==> src/acc_regs.svh <==
// Purpose: constants for the analog comparator channel control block
// Assumes: 32-bit plain register port, word addressed by byte offset
// Notes:   offsets of the control and interrupt registers are local choices
//
// Contract
// - enable bit 15 switches comparator; toggling leaves other fields intact
// - bit 14 set drives result onto output pin, clear does not
// - bit 13 set inverts the presented result
// - inversion also feeds edge detection, so interrupt edge flips
// - bit 8 reads back current comparator output level
// - bits 7-6 pick edge: 11 both, 10 fall, 01 rise, 00 none
// - bit 4 set picks internal reference, clear picks external positive pin
// - bits 1-0 pick inverting input among four sources per channel
// - bits 31-16, 12-9, 5, 3-2 read zero and ignore writes
// - disabled comparator idles without current, configuration kept
`ifndef ACC_REGS_SVH
`define ACC_REGS_SVH

// ****************************************
// register offsets
// ****************************************
`define ACC_OFF_CTRL      8'h00
`define ACC_OFF_INT_STAT  8'h10
`define ACC_OFF_INT_CLR   8'h14
`define ACC_OFF_INT_EN    8'h18

// ****************************************
// field positions and reset
// ****************************************
`define ACC_BIT_ON        15
`define ACC_BIT_OE        14
`define ACC_BIT_INV       13
`define ACC_BIT_RES       8
`define ACC_BIT_EDGE_HI   7
`define ACC_BIT_EDGE_LO   6
`define ACC_BIT_PSEL      4
`define ACC_BIT_NSEL_HI   1
`define ACC_BIT_NSEL_LO   0
`define ACC_CTRL_WMASK    32'h0000_e0d3
`define ACC_CTRL_RESET    32'h0000_00c3
`define ACC_INT_BITS      1

`endif

==> src/acc_pkg.sv <==
// Purpose: types for the analog comparator channel control block
// Assumes: acc_regs.svh supplies numeric constants
// Notes:   none
package acc_pkg;

  typedef struct packed {
    logic [7:0]  addr;
    logic [31:0] wdata;
    logic        wr;
    logic        rd;
  } acc_bus_req_type;

  typedef struct packed {
    logic       enable;
    logic       pos_sel;
    logic [1:0] neg_sel;
  } acc_core_cfg_type;

  typedef enum logic [1:0] {
    ACC_EDGE_NONE = 2'h0,
    ACC_EDGE_RISE = 2'h1,
    ACC_EDGE_FALL = 2'h2,
    ACC_EDGE_BOTH = 2'h3
  } acc_edge_type;

endpackage

==> src/acc_comparator_control.sv <==
// Purpose: control register, input routing, output pin and interrupt of one comparator
// Assumes: analog core output is asynchronous; bus is synchronous to clk
// Notes:   read data valid the cycle after the read strobe
//
// Design decisions made here: the address map and the strobed register port.
`timescale 1ns/1ps
`include "acc_regs.svh"

module acc_comparator_control (
  input  wire logic                     clk,
  input  wire logic                     rst_n,
  input  wire acc_pkg::acc_bus_req_type bus_req,
  output logic [31:0]                   bus_rdata,
  input  wire logic                     core_out_async,
  output acc_pkg::acc_core_cfg_type     core_cfg,
  output logic                          comparator_output_pin,
  output logic                          comparator_output_pin_oe_n,
  output logic                          irq
);
  import acc_pkg::*;

  // ****************************************
  // control register
  // ****************************************
  logic [31:0] ctrl_q;
  logic        sync1_q;
  logic        sync2_q;
  logic        prev_q;
  logic        pin_q;
  logic        pin_oe_n_q;
  logic [0:0]  stat_q;
  logic [0:0]  en_q;
  logic [31:0] rdata_q;
  logic        wr_ctrl;
  logic        wr_clr;
  logic        wr_en;
  logic        presented;
  logic        edge_hit;
  acc_edge_type edge_sel;

  assign wr_ctrl = bus_req.wr && (bus_req.addr == `ACC_OFF_CTRL);
  assign wr_clr  = bus_req.wr && (bus_req.addr == `ACC_OFF_INT_CLR);
  assign wr_en   = bus_req.wr && (bus_req.addr == `ACC_OFF_INT_EN);

  // masked write keeps reserved bits zero and loads the writable fields from wdata
  always_ff @(posedge clk or negedge rst_n) begin
    if (!rst_n) begin
      ctrl_q <= `ACC_CTRL_RESET;
    end else if (wr_ctrl) begin
      ctrl_q <= bus_req.wdata & `ACC_CTRL_WMASK;
    end
  end

  // ****************************************
  // core configuration
  // ****************************************
  // config fields stay stored while disabled
  assign core_cfg.enable  = ctrl_q[`ACC_BIT_ON];
  assign core_cfg.pos_sel = ctrl_q[`ACC_BIT_PSEL];
  assign core_cfg.neg_sel = ctrl_q[`ACC_BIT_NSEL_HI:`ACC_BIT_NSEL_LO];

  // ****************************************
  // result synchroniser
  // ****************************************
  always_ff @(posedge clk or negedge rst_n) begin
    if (!rst_n) begin
      sync1_q <= 1'b0;
      sync2_q <= 1'b0;
    end else begin
      sync1_q <= core_out_async;
      sync2_q <= sync1_q & ctrl_q[`ACC_BIT_ON];
    end
  end

  assign presented = sync2_q ^ ctrl_q[`ACC_BIT_INV];

  // ****************************************
  // output pin
  // ****************************************
  always_ff @(posedge clk or negedge rst_n) begin
    if (!rst_n) begin
      pin_q      <= 1'b0;
      pin_oe_n_q <= 1'b1;
    end else begin
      pin_q      <= presented & ctrl_q[`ACC_BIT_OE];
      pin_oe_n_q <= ~ctrl_q[`ACC_BIT_OE];
    end
  end

  assign comparator_output_pin      = pin_q;
  assign comparator_output_pin_oe_n = pin_oe_n_q;

  // ****************************************
  // edge detection and interrupt
  // ****************************************
  always_ff @(posedge clk or negedge rst_n) begin
    if (!rst_n) begin
      prev_q <= 1'b0;
    end else begin
      prev_q <= presented;
    end
  end

  assign edge_sel = acc_edge_type'(ctrl_q[`ACC_BIT_EDGE_HI:`ACC_BIT_EDGE_LO]);

  always_comb begin
    case (edge_sel)
      ACC_EDGE_RISE: edge_hit = presented & ~prev_q;
      ACC_EDGE_FALL: edge_hit = ~presented & prev_q;
      ACC_EDGE_BOTH: edge_hit = presented ^ prev_q;
      default:       edge_hit = 1'b0;
    endcase
  end

  // set wins over a same-cycle clear
  always_ff @(posedge clk or negedge rst_n) begin
    if (!rst_n) begin
      stat_q <= 1'b0;
    end else begin
      stat_q <= (stat_q & ~(wr_clr ? bus_req.wdata[0:0] : 1'b0))
                | (edge_hit & ctrl_q[`ACC_BIT_ON]);
    end
  end

  always_ff @(posedge clk or negedge rst_n) begin
    if (!rst_n) begin
      en_q <= 1'b0;
    end else if (wr_en) begin
      en_q <= bus_req.wdata[0:0];
    end
  end

  assign irq = |(stat_q & en_q);

  // ****************************************
  // read path
  // ****************************************
  always_ff @(posedge clk or negedge rst_n) begin
    if (!rst_n) begin
      rdata_q <= 32'h0000_0000;
    end else if (bus_req.rd) begin
      case (bus_req.addr)
        `ACC_OFF_CTRL: begin
          rdata_q <= ctrl_q | {23'h000000, sync2_q, 8'h00};
        end
        `ACC_OFF_INT_STAT: rdata_q <= {31'h00000000, stat_q};
        `ACC_OFF_INT_EN:   rdata_q <= {31'h00000000, en_q};
        default:           rdata_q <= 32'h0000_0000;
      endcase
    end else begin
      rdata_q <= 32'h0000_0000;
    end
  end

  assign bus_rdata = rdata_q;

endmodule

==> config.mk <==
export PLATFORM = sky130hd
export DESIGN_NAME = acc_comparator_control
export DESIGN_NICKNAME = d
export VERILOG_FILES = /design/src/acc_pkg.sv /design/src/acc_comparator_control.sv
export VERILOG_INCLUDE_DIRS = /design/src
export SDC_FILE = /design/constraint.sdc
export NUM_CORES = 1
export LEC_CHECK = 0
export BUFFER_PORTS_ARGS = -buffer_cell sky130_fd_sc_hd__buf_2
export CORE_UTILIZATION = 39
export DETAILED_ROUTE_END_ITERATION = 10
export GPL_TIMING_DRIVEN = 0
export PLACE_DENSITY = 0.76
export SKIP_CTS_REPAIR_TIMING = 1
export SLEW_MARGIN = 20
export SYNTH_ARGS = -nofsm -noshare
export SYNTH_HDL_FRONTEND = slang
export SYNTH_SLANG_ARGS = --single-unit
==> constraint.sdc <==
create_clock -name clk -period 1.3 [get_ports clk]
set_input_delay 0.065 -clock clk [delete_from_list [all_inputs] [get_ports clk]]
set_output_delay 0.065 -clock clk [all_outputs]
set_load 0.02 [all_outputs]
; ---- Yosys cells after proc, flatten, opt, wreduce, memory -nomap -nowiden
; Index checks and enable logic that the tools add are counted.
[totals]
register_bits = 47
input_bits = 45
elab_cells = 38
[op_classes]
n_eq_ne = 6
muxes = 4
bitwise = 15
n_reduce_logical = 4
[op_table]
columns = op, count
row1 = $pmux 32 s3, 1
row2 = $mux 32, 1
row3 = $eq 8x5->1 const B, 3
row4 = $or 16x9->16, 1
row5 = $logic_not 8->1, 1
row6 = $and 1x1->1, 7
row7 = $eq 2x2->1 const B, 2
row8 = $not 1->1, 4
row9 = $logic_and 1x1->1, 3
row10 = $pmux 1 s3, 1
row11 = $eq 2x1->1 const B, 1
row12 = $xor 1x1->1, 2
row13 = $mux 1, 1
row14 = $or 1x1->1, 1

; ---- Depth between registers and ports, before layout
; Gate-level depths: netlist (run 1).
[logic_depth]
word_depth = 6
mapped_depth = 3
depth_no_buf = 3

; ---- Worst setup path before layout (run 1)
; No wires, ideal clock.
[synth_timing]
path_type = input-to-reg
startpoint = in bus_req[39] (netlist name)
endpoint = reg ctrl_q[13]
arrival_ps = 1326
required_time_ps = 1175
setup_slack_ps = -151
stages = 3
cell_sequence = or4_4 -> nor3b_4 -> mux2_2
[synth_via]
elab_chain_cells = 2
[synth_lines]
columns = element, line
row1 = start: declaration, acc_comparator_control.sv:12  ; input wire acc_pkg::acc_bus_req_type bus_req,
row2 = $logic_not 8->1, n/a
row3 = $logic_and 1x1->1, acc_comparator_control.sv:41  ; assign wr_ctrl = bus_req.wr && (bus_req.addr == `ACC_OFF_CTRL);
row4 = end signal: assignment, acc_comparator_control.sv:48  ; ctrl_q <= `ACC_CTRL_RESET;
row5 = end signal: assignment, acc_comparator_control.sv:50  ; ctrl_q <= bus_req.wdata & `ACC_CTRL_WMASK;
row6 = end: declaration, acc_comparator_control.sv:25  ; logic [31:0] ctrl_q;
; No other way between the ends.
; A chain may end at the register's enable or synchronous reset.

; ---- Final worst setup path (run 1)
[layout_timing]
startpoint = in bus_req[37] (netlist name)
endpoint = reg rdata_q[0], in the netlist bus_rdata[0]
[layout_via]
elab_chain_cells = 3
word_cells_on_any_way = 5
cone_classes = eq/ne (2) / mux (2) / reduce/logical (1)
[layout_lines]
columns = element, line
row1 = $eq 8x5->1 or $logic_not 8->1 (tied branches), acc_comparator_control.sv:142  ; case (bus_req.addr)
row2 = $pmux 32 s3 (*), acc_comparator_control.sv:142
row3 = $mux 32 (*), acc_comparator_control.sv:141  ; end else if (bus_req.rd) begin
row4 = end signal: assignment, acc_comparator_control.sv:144  ; rdata_q <= ctrl_q | {23'h000000, sync2_q, 8'h00};
row5 = end signal: assignment, acc_comparator_control.sv:146  ; `ACC_OFF_INT_STAT: rdata_q <= {31'h00000000, stat_q};
row6 = end signal: assignment, acc_comparator_control.sv:147  ; `ACC_OFF_INT_EN: rdata_q <= {31'h00000000, en_q};
row7 = end: declaration, acc_comparator_control.sv:33  ; logic [31:0] rdata_q;
; Mark *: on every way between the ends. The rest lies on a longest branch, timed or not.

==> results by stage, run 1 <==
Critical path:
- The worst setup path is of the input port to register kind.
- The worst setup path is launched from an input port.
- The most critical setup path has its startpoint at bus_req[37].
- The endpoint type of the worst setup path is a register.
- The highest fanout seen on the critical path is 8.
- Data on the critical path is required at its endpoint by 1.54 ns.
- The startpoint of the lowest-slack register-to-register path is ctrl_q[13]$_DFFE_PN0P_.
- The data arrival time of the critical path is 1.52 ns.

Route:
- The detailed router finished its first iteration with 23 violations.
- The post-detailed-routing wire length is approximately 2.0 mm.
- The first detailed-routing pass took 4 iterations.
- The detailed-route wire length per cell is 10.2 µm.
- The final antenna-violating net count is 0.
- After detailed routing, the number of vias per cell comes to about 4.1.
- The total DRC errors in the routed layout is 0.
- The routed layout has 803 vias.

STA:
- The slew of the pin with the lowest slew margin is a little over 0.5 ns.
- On the final layout, the worst clock skew is 0.0102 ns.
- The final worst slack is 0.0249 ns.
- The final max-slew violation count is 0.
- The count of endpoints failing hold in the final timing report is 0.
- Based on the critical path, the design can be clocked at up to 0.784 GHz.
- The final worst-path cycle share is 0.981.
- Hold timing on the final database bottoms out at a slack of 0.0188 ns.
- Setup total negative slack on the finished layout was measured at 0 ns.
- Setup repair after global routing left no endpoint under its margin.
- Setup violations remaining at the end of the flow were counted as 0.
- Counting I/O delays and the setup requirement, the final critical path takes 1.28 ns.
- The headroom to the max-slew limit is 0.653.

Place:
- The worst-case setup slack after placement is -0.447 ns.
- Once placement completed, the tool counted placed cells totaling 179.
- The count of buffers inserted at the top-level ports is 36.
- The wire-length estimate of the detail-placed layout is 1.46 mm.
- Routability-driven placement finished with a final weighted congestion of 0.873.

Global routing:
- The maximum number of pins on one net before global-route repair is 25.
- The number of global-route vias before repair is 702.
- The number of antenna violations at the first check in global routing is 0.
- The overall track demand over capacity in global routing is 0.129.
- The first global-routing pass estimated 3.13 mm of wire.
- The total congestion overflow is 0.

Synth:
- The number of standard cells after synthesis is 90.
- Yosys mapped the design onto 22 distinct sky130hd cell types.
- The count of warnings emitted by yosys is 0.
- The post-synthesis register bit count is 24.
- The cell area that synthesis handed to floorplanning was between 1000 and 1500 µm².
- The sequential element share of the synthesized area is 0.534.
- The per-instance average area after synthesis is 12.6 µm².

Floorplanning:
- After floorplanning, the core was divided into 19 placement rows.
- 84 I/O pins were placed.
- The width of the die is between 50 and 60 µm.
- From bottom edge to top edge, the die measures 56.0 µm.
- The effective utilization at floorplan is 0.412.
- The die area is 3130 µm².
- The area of the placeable core is 2760 µm².

Run status:
- The run finished with clean final reports.

Layout:
- The layout cell share with drive strength beyond 1 is 0.528.
- Leaving out fill and tap cells, the most frequent cells in the layout are 36 x sky130_fd_sc_hd__buf_2, 29 x sky130_fd_sc_hd__buf_4, 23 x sky130_fd_sc_hd__conb_1, 19 x sky130_fd_sc_hd__dfrtp_1, 10 x sky130_fd_sc_hd__and2_1.
- The number of standard cells in the final layout excluding fillers is 194.
- The most frequent standard cell in the layout excluding fill and tap cells is sky130_fd_sc_hd__buf_2.
- Fill cells in the final layout number between 200 and 300.
- The number of nets at the end of the flow is 209.
- From synthesis to final layout, the design area changed by 38.1%.
- The number of antenna repair diodes is 0.

Clocking:
- The CTS root buffer is sky130_fd_sc_hd__clkbuf_4.
- The largest buffer count on any clock path is 2.
- The post-CTS clock slew at the launch and capture registers of the worst setup and hold paths is 0.12 ns.
- The total CTS buffers is 3.
- Clock tree synthesis found a total of 24 sinks.
- In this run the number of H-tree levels came out at 1.
- The clock latency at the later pin of the worst-skew pair is 0.31 ns.
- TritonCTS built the clock tree.

Power:
- The power density relative to cell area is between 800 and 900 nW/µm².
- The peak ir drop on the vdd network is 0.731 mV.
- The leakage component of the power is 0.882 nW.

Run:
- Across the run, the number of max-cap violations was 0.

Worst hold path:
- In this run the most critical hold path is launched from bus_req[2].
- The min-delay analysis places its worst path in the category input port to register.
metrics by stage:
step | total power, mW | instance area, µm² | util
after floorplan | 0.953 | 1220 | -
after global placement | 1.01 | 1440 | 0.521
after detailed placement | 1.02 | 1440 | 0.521
after CTS | 1.34 | 1460 | 0.531
after global routing | 1.42 | 1570 | 0.569
final | 1.35 | 1570 | 0.569
where the power goes:
group | internal (mW) | switching (mW) | leakage, nW
clock | 0.120 | 0.198 | 0.0150
combinational | 0.117 | 0.125 | 0.554
sequential | 0.772 | 0.0135 | 0.314
kinds of logic (layout without fill, tap and decap cells):
family | after synthesis | in the layout | synth area share
AOI/OAI and AO/OA | 2 | 2 | 0.0165
xor gates and xnor gates | 1 | 1 | 0.00771
buffers and inverters | 28 | 79 | 0.182
DFF | 24 | 24 | 0.534
muxes | 11 | 11 | 0.107
other | 1 | 23 | 0.00330
and+or+nand+nor | 23 | 23 | 0.150
registers in the layout, summed over array words and instances (netlist names):
signal and flops:
bus_rdata 9, ctrl_q 8, comparator_output_pin 1, comparator_output_pin_oe_n 1
en_q 1, prev_q 1, stat_q 1, sync1_q 1
sync2_q 1
metal layers:
layer | wire, µm | part of all wire | track usage | up-vias
met2 | 1050 | 0.53 | 0.230 | 37
met5 | 0 | 0 | 0 | -
met3 | 146 | 0.074 | 0.0442 | 2
met4 | 8 | 0.0040 | 0.0418 | 0
li1 | - | - | - | 402
met1 | 772 | 0.39 | 0.145 | 362
path summary, 6_finish.rpt:
path	endpoint	slack, ns	depth (start not counted)
worst max-delay path	bus_rdata[0]$_DFF_PN0_	0.02	4
worst min-delay path	en_q$_DFFE_PN0P_	0.02	2
max in group asynchronous	ctrl_q[7]$_DFFE_PN1P_	0.69	2
worst min register to register	comparator_output_pin_oe_n$_DFF_PN1_	0.43	1
worst max register to register	stat_q$_DFF_PN0_	0.20	3
min in group asynchronous	ctrl_q[13]$_DFFE_PN0P_	0.24	2
Yosys cell counts:
cell type,n,area share
sky130_fd_sc_hd__nor3b_4,1,0.017
sky130_fd_sc_hd__nor2b_1,1,0.0055
sky130_fd_sc_hd__conb_1,1,0.0033
sky130_fd_sc_hd__dfrtp_1,19,0.42
sky130_fd_sc_hd__nand2_1,1,0.0033
sky130_fd_sc_hd__mux2i_1,2,0.018
sky130_fd_sc_hd__nand2b_1,1,0.0055
sky130_fd_sc_hd__nor4_1,1,0.0055
sky130_fd_sc_hd__buf_4,27,0.18
sky130_fd_sc_hd__or4b_2,1,0.0088
sky130_fd_sc_hd__nor4b_1,2,0.015
sky130_fd_sc_hd__nor3_1,1,0.0044
sky130_fd_sc_hd__and2_1,10,0.055
sky130_fd_sc_hd__mux2_2,9,0.089
sky130_fd_sc_hd__a22o_1,1,0.0077
sky130_fd_sc_hd__nor3_2,1,0.0088
sky130_fd_sc_hd__dfstp_2,5,0.12
sky130_fd_sc_hd__inv_1,1,0.0033
sky130_fd_sc_hd__nand4_1,2,0.011
sky130_fd_sc_hd__a32o_1,1,0.0088
sky130_fd_sc_hd__or4_4,1,0.0099
sky130_fd_sc_hd__xor2_1,1,0.0077
final cells by class:
type	instances	area [µm²]	area share
plain buffers	27	203	0.129
clock buffers	4	26.3	0.0167
well taps	31	38.8	0.0247
repair buffers	47	285	0.182
inverters	1	3.75	0.00239
flip-flops and latches	24	607	0.387
multi-input cells	60	405	0.258
worst max-delay path, stage by stage:
cell	delay, ns
sky130_fd_sc_hd__buf_2	0.12
sky130_fd_sc_hd__or4b_2	0.71
sky130_fd_sc_hd__nor3_2	0.41
sky130_fd_sc_hd__a32o_1	0.20
Power figures use the tool's default switching activity.
==> inputs of run 2 (changes only) <==
--- a/config.mk
+++ b/config.mk
@@ -7,6 +7,7 @@
 export NUM_CORES = 1
 export LEC_CHECK = 0
 export BUFFER_PORTS_ARGS = -buffer_cell sky130_fd_sc_hd__buf_2
+export CORE_MARGIN = 5
 export CORE_UTILIZATION = 39
 export DETAILED_ROUTE_END_ITERATION = 10
 export GPL_TIMING_DRIVEN = 0
==> run 2 against run 1 <==
Register-to-register slack worse by 0.03 ns. Global-route usage down 1.7 points. Non-clock buffer count shrank 1. Routed wire length up 15%. Count of clock-buffer cells in the layout did not move. Die area up 31%. First-iteration DRC count decreased by 48%. Sequential power about the same. Final area grew 0.96%. Flip-flop and latch count stayed put. Clock skew down 0.0087 ns. Highest routed layer unchanged.
==> results by stage, run 2 (same netlist as run 1, synthesis figures left out) <==
Global routing:
- The most heavily used metal layer in global routing is met2.
- The number of global-route vias before repair came to 828.
- The global-route wire length before repair is 3.72 mm.
- The total congestion overflow is 0.
- The met3 track demand over resource in global routing is 0.0193.
- The maximum number of pins on one net before global-route repair is 25.
- For met2 alone, demand over resource in global routing was 0.217.
- The overall track demand over capacity in global routing is 0.112.
- The number of antenna violations at the first check in global routing came to 0.
- For met1 alone, demand over resource in global routing was 0.113.

Route:
- The total number of vias is between 800 and 900.
- The final antenna-violating net count is 0.
- In this run, the number of DRC markers left after iteration 0 of detailed routing was 12.
- The via density per instance is 4.26.
- The final layout contains routed wiring with a total length of 2.28 mm.
- The total DRC errors in the routed layout is 0.
- The detailed-route wire length per cell is ~12 µm.
- The number of detailed-route iterations in the first pass is 3.

STA:
- The final critical path time including I/O delays and setup is approximately 1.2 ns.
- The final worst-path cycle share is 0.953.
- The aggregate negative setup slack is 0 ns.
- The final max-slew violation count is 0.
- Measured against its own limit, the worst slew margin works out to 0.646.
- Setup repair after global routing left no endpoint under its margin.
- At the pin with the least slew margin, the transition time is 0.524 ns.
- Setup violations remaining at the end of the flow were counted as 0.
- After layout, the worst setup slack is between 0.06 and 0.07 ns.
- The count of endpoints failing hold in the final timing report is 0.
- The fmax is 0.807 GHz.
- The worst setup skew after layout is approximately 0.0015 ns.

Clocking:
- The clock latency at the later pin of the worst-skew pair is 0.30 ns.
- The count of clock tree sinks is 24.
- No sink is reached through more buffers than the 2 on the longest clock path.
- The clock tree from TritonCTS is built.
- The post-CTS clock slew at the launch and capture registers of the worst setup and hold paths is 0.12 ns.
- The total CTS buffers is 3.
- The CTS root buffer is sky130_fd_sc_hd__clkbuf_4.
- The number of levels in the clock H-tree is 1.

Layout:
- The net count of the finished layout is 208.
- The register with the most flip-flops in the layout has 9 of them.
- The top cell types in the final layout, fill and taps aside, are 36 x sky130_fd_sc_hd__buf_2, 27 x sky130_fd_sc_hd__buf_4, 23 x sky130_fd_sc_hd__conb_1, 19 x sky130_fd_sc_hd__dfrtp_1, 10 x sky130_fd_sc_hd__and2_1.
- The number of antenna diodes in the final layout is 0.
- Once layout is done, the placed cells without fillers occupy 1580 µm².
- Compared with the post-synthesis result, the final layout area differs by 39.4%.
- In the final layout, the share of cells above drive strength 1 is 0.531.
- Leaving out fill and tap cells, the most frequent cell in the layout is sky130_fd_sc_hd__buf_2.

Run status:
- The flow ran to the end, and the final reports show no timing, DRC or antenna violations.

Floorplanning:
- The width of the die is 64.0 µm.
- After floorplanning, the core was sized to cover 2780 µm².
- The vertical die dimension is 64.0 µm.
- The effective utilization at floorplan is 0.408.
- The floorplan has 19 rows.
- The die area is 4090 µm².
- The I/O pin count is 84.

Critical path:
- The nature of the critical path startpoint is an input port.
- The critical path goes through buf_2, or4_4, nor3b_4, buf_12, mux2_2.
- The critical path class is input port to register.
- The slowest stage cell on the critical path is sky130_fd_sc_hd__or4_4.
- The biggest cell delay along the critical path is 0.56 ns.
- The endpoint type of the worst setup path is a register.
- The data arrival time of the critical path is 1.44 ns.
- In this run the worst path has a maximum fanout of 8.
- Data on the critical path is required at its endpoint by 1.51 ns.

Place:
- In this run the cell area measured after placement is 1440 µm².
- The worst-case setup slack after placement is -0.422 ns.
- Detailed placement finished with a half-perimeter wire length of 1.84 mm.
- The count of buffers inserted at the top-level ports is 36.
- The final estimated routing congestion in global placement is 0.811.

Worst hold path:
- The tightest min-delay check is of the input port to register type.

Power:
- Power spread over the standard cell area amounts to 889 nW/µm².
- Across the VDD grid, the largest voltage drop is 0.526 mV.
- The leakage component of the power is 0.886 nW.

Run:
- The count of max-cap constraint violations is 0.
[run 2: cell types whose count changed in the layout (fill, tap and decap cells not counted), sizes merged]
cell  delta
buf      -1
[run 2: per-layer routing]
| metal | routed length, µm | vias to the layer above |
|---|---|---|
| li1 | - | 398 |
| met1 | 822 | 395 |
| met2 | 1290 | 28 |
| met3 | 152 | 2 |
| met4 | 19 | 0 |
| met5 | 0 | - |
[run 2: path summary, 6_finish.rpt]
check,endpoint,slack (ns),cells past startpoint,startpoint
max,ctrl_q[4]$_DFFE_PN0P_,0.06,5,bus_req[39]
max in group asynchronous,comparator_output_pin_oe_n$_DFF_PN1_,0.69,2,rst_n
min reg2reg,comparator_output_pin_oe_n$_DFF_PN1_,0.43,1,ctrl_q[14]$_DFFE_PN0P_
min in group asynchronous,bus_rdata[6]$_DFF_PN0_,0.25,2,rst_n
min,ctrl_q[0]$_DFFE_PN1P_,0.01,2,bus_req[2]
max reg2reg,stat_q$_DFF_PN0_,0.17,3,ctrl_q[13]$_DFFE_PN0P_
[run 2: power by group]
group / internal [mW] / switching (mW) / total (mW)
Combinational: 0.117 / 0.128 / 0.245
Sequential: 0.772 / 0.0128 / 0.785
Clock: 0.171 / 0.207 / 0.378
Total: 1.06 / 0.347 / 1.41
[run 2: stage by stage]
stage                     hold WS (ns)  std cells  power, mW   util
after global routing           0.00596        193       1.48  0.570
final                           0.0131        193       1.41  0.570
after CTS                       -0.288        183       1.40  0.530
after detailed placement        0.0637        179       1.02  0.517
after global placement          0.0580        179       1.01  0.517
after floorplan                 -0.231        112      0.953      -
[run 2: final cells by class]
type / count / area [µm²]
fillers: 259 / 1200
flip-flops and latches: 24 / 607
multi-input cells: 60 / 405
repair buffers: 46 / 290
plain buffers: 27 / 203
well taps: 31 / 38.8
clock buffers: 4 / 36.3
inverters: 1 / 3.75
[run 2: worst max-delay path: cells and delay by family]
family | cells | cell delay, ns
and+or+nand+nor | 2 | 0.78
muxes | 1 | 0.33
buffers and inverters | 2 | 0.26
==> inputs of run 3 (changes only) <==
--- a/config.mk
+++ b/config.mk
@@ -11,7 +11,7 @@
 export CORE_UTILIZATION = 39
 export DETAILED_ROUTE_END_ITERATION = 10
 export GPL_TIMING_DRIVEN = 0
-export PLACE_DENSITY = 0.76
+export PLACE_DENSITY = 0.84
 export SKIP_CTS_REPAIR_TIMING = 1
 export SLEW_MARGIN = 20
 export SYNTH_ARGS = -nofsm -noshare
==> run 3 against run 2 <==
Flip-flop and latch count stayed put. Combinational power hardly changed. Sequential share of layout area is 0.21 points higher. Die area stayed put. Final cell count is 0.52% higher. Non-clock buffer count is 1 higher.
==> results by stage, run 3 (same netlist as run 1, synthesis figures left out) <==
Run status:
- The run finished with clean final reports.

Critical path:
- The capture instance of the worst register-to-register path is stat_q$_DFF_PN0_.
- The launching element of the worst setup path is bus_req[39].
- The data arrival time of the critical path is 1.48 ns.
- The register-to-register setup slack is 0.19 ns.
- The worst setup path is captured at a register.
- The logic depth of the worst setup path including buffers is 5.
- Along the worst path, the maximum fanout reaches 4.
- The worst register-to-register path has a depth of 3.
- The startpoint identified for the worst register-to-register timing path is ctrl_q[13]$_DFFE_PN0P_.
- At the worst endpoint, the required time is 1.49 ns.
- The slowest stage cell on the critical path is sky130_fd_sc_hd__or4_4.
- The count of buffering cells on the critical path with inverters included is 2.
- The most critical setup path has its endpoint at ctrl_q[14]$_DFFE_PN0P_.
- By startpoint and endpoint, the worst setup path is classified as input port to register.
- The cell family contributing the most delay on the critical path is simple AND/OR/NAND/NOR gates.
- The biggest cell delay along the critical path is 0.58 ns.
- Walking the worst path, the cells encountered are buf_2, or4_4, nor3b_4, buf_4, mux2_2.
- STA classifies the critical path startpoint as an input port.

Clocking:
- In this run the deepest clock path goes through 2 buffers.
- The number of levels in the clock H-tree is 1.
- The CTS root buffer is sky130_fd_sc_hd__clkbuf_4.
- Counting the buffers created by CTS gives 3.
- For this design, the sink count on the clock tree is 24.
- The clock tree from TritonCTS is built.
- The clock reaches the later pin of the worst-skew pair after approximately 0.3 ns.
- After clock tree synthesis, the clock-pin slew on the worst setup and hold paths is 0.11 ns.

Global routing:
- The number of antenna violations at the first check in global routing came to 0.
- Across every metal layer, demand over resource in global routing totals 0.105.
- The total congestion overflow is 0.
- The number of global-route vias before repair is 787.
- The first global-routing pass estimated 3.47 mm of wire.
- The maximum number of pins on one net before global-route repair is 25.

Layout:
- The share of the core filled with cells is 0.566.
- The signed area change from the synthesized netlist to the final layout is 38.7%.
- The net count of the finished layout is about 210.
- In the layout the commonest cells are 36 x sky130_fd_sc_hd__buf_2, 29 x sky130_fd_sc_hd__buf_4, 23 x sky130_fd_sc_hd__conb_1, 19 x sky130_fd_sc_hd__dfrtp_1, 10 x sky130_fd_sc_hd__and2_1.
- The number of flip-flops in the largest register is 9.
- In the final layout, the share of cells above drive strength 1 is 0.528.
- The library cell used most frequently in the layout, excluding fill and tap cells, is sky130_fd_sc_hd__buf_2.
- The number of antenna repair diodes is 0.
- The number of standard cells in the final layout excluding fillers is 194.

Route:
- After the first detailed-routing iteration, the DRC count stood at 40.
- Dividing the detail-routed via count by the number of cells gives just over 4.
- Dividing the detail-routed wire length by the instance count gives 11.6 µm.
- The total DRC errors in the routed layout is 0.
- The post-detailed-routing wire length is 2.26 mm.
- The total number of vias is between 800 and 900.
- The count of nets left with antenna violations once routing finished came out at 0.
- The pre-antenna-repair detailed-routing pass consisted of 4 iterations.

Power:
- VDD sags by at most 0.948 mV.
- Dividing total power by cell area gives a power density of 856 nW/µm².
- Summed over all cells, the static leakage comes to ~0.89 nW.

STA:
- For this run, the top clock speed supported by timing is between 0.7 and 0.8 GHz.
- In this run the tightest slew margin relative to its limit is 0.647.
- The aggregate negative setup slack is 0 ns.
- The final number of setup-violating endpoints is 0.
- The final worst-path cycle share is 0.988.
- The final max-slew violation count is 0.
- The final critical path time including I/O delays and setup is 1.28 ns.
- The worst setup skew after layout is 0.00502 ns.
- For the pin with the worst max-slew slack, the measured transition is 0.523 ns.
- The count of endpoints failing hold in the final timing report came to 0.

Floorplanning:
- The die covers approximately 4100 µm².
- The I/O pin count is 84.
- The vertical die dimension is 64.0 µm.
- The die is around 64 µm wide.
- After floorplanning, the core was divided into 19 placement rows.
- The area of the placeable core is 2780 µm².
- The initial utilization of the core area, before any placement, comes to 0.408.

Place:
- The final estimated routing congestion in global placement is 0.811.
- The post-placement cell count is 179.
- The count of buffers inserted at the top-level ports is 36.
- The post-detailed-placement half-perimeter wirelength is between 1.5 and 2 mm.

Run:
- The count of max-cap constraint violations is 0.

Worst hold path:
- The kind of path behind the tightest hold check is input port to register.
==> run 3: how the worst min path moves through the flow <==
stage	start	to	slack (ns)	cells after the start
floorplan	rst_n	bus_rdata[0]$_DFF_PN0_	-0.23	0
global placement	rst_n	comparator_output_pin$_DFF_PN0_	0.06	1
detailed placement	rst_n	bus_rdata[14]$_DFF_PN0_	0.07	1
CTS	rst_n	prev_q$_DFF_PN0_	-0.28	1
global route	bus_req[2]	en_q$_DFFE_PN0P_	0.01	2
finish	bus_req[2]	en_q$_DFFE_PN0P_	0.03	2
==> run 3: area by class of cell <==
type | instances | area, µm²
Fill cell | 237 | 1210
Sequential cell | 24 | 607
Multi-Input combinational cell | 60 | 412
Timing Repair Buffer | 47 | 285
Buffer | 27 | 203
Tap cell | 31 | 38.8
Clock buffer | 4 | 26.3
Inverter | 1 | 3.75
==> run 3: report_power, final <==
group          leakage (nW)  switching [mW]  total, mW  internal, mW
logic                 0.561           0.129      0.246         0.117
registers             0.314          0.0126      0.785         0.772
clock network        0.0150           0.198      0.318         0.119
==> run 3: per-layer routing <==
layer,track usage,up-vias,part of all wire
met4,0.0182,0,0
met2,0.171,42,0.49
met1,0.127,364,0.38
met3,0.0543,0,0.13
met5,0,-,0
li1,-,400,-
==> run 3: metrics by stage <==
step	instance area (µm²)	hold slack [ns]	setup WS [ns]	power, mW
after CTS	1460	-0.276	-0.151	1.34
after floorplan	1220	-0.231	-0.151	0.953
after global routing	1580	0.0100	-0.00427	1.42
final	1580	0.0269	0.0152	1.35
after global placement	1440	0.0574	-0.399	1.01
after detailed placement	1440	0.0687	-0.481	1.02
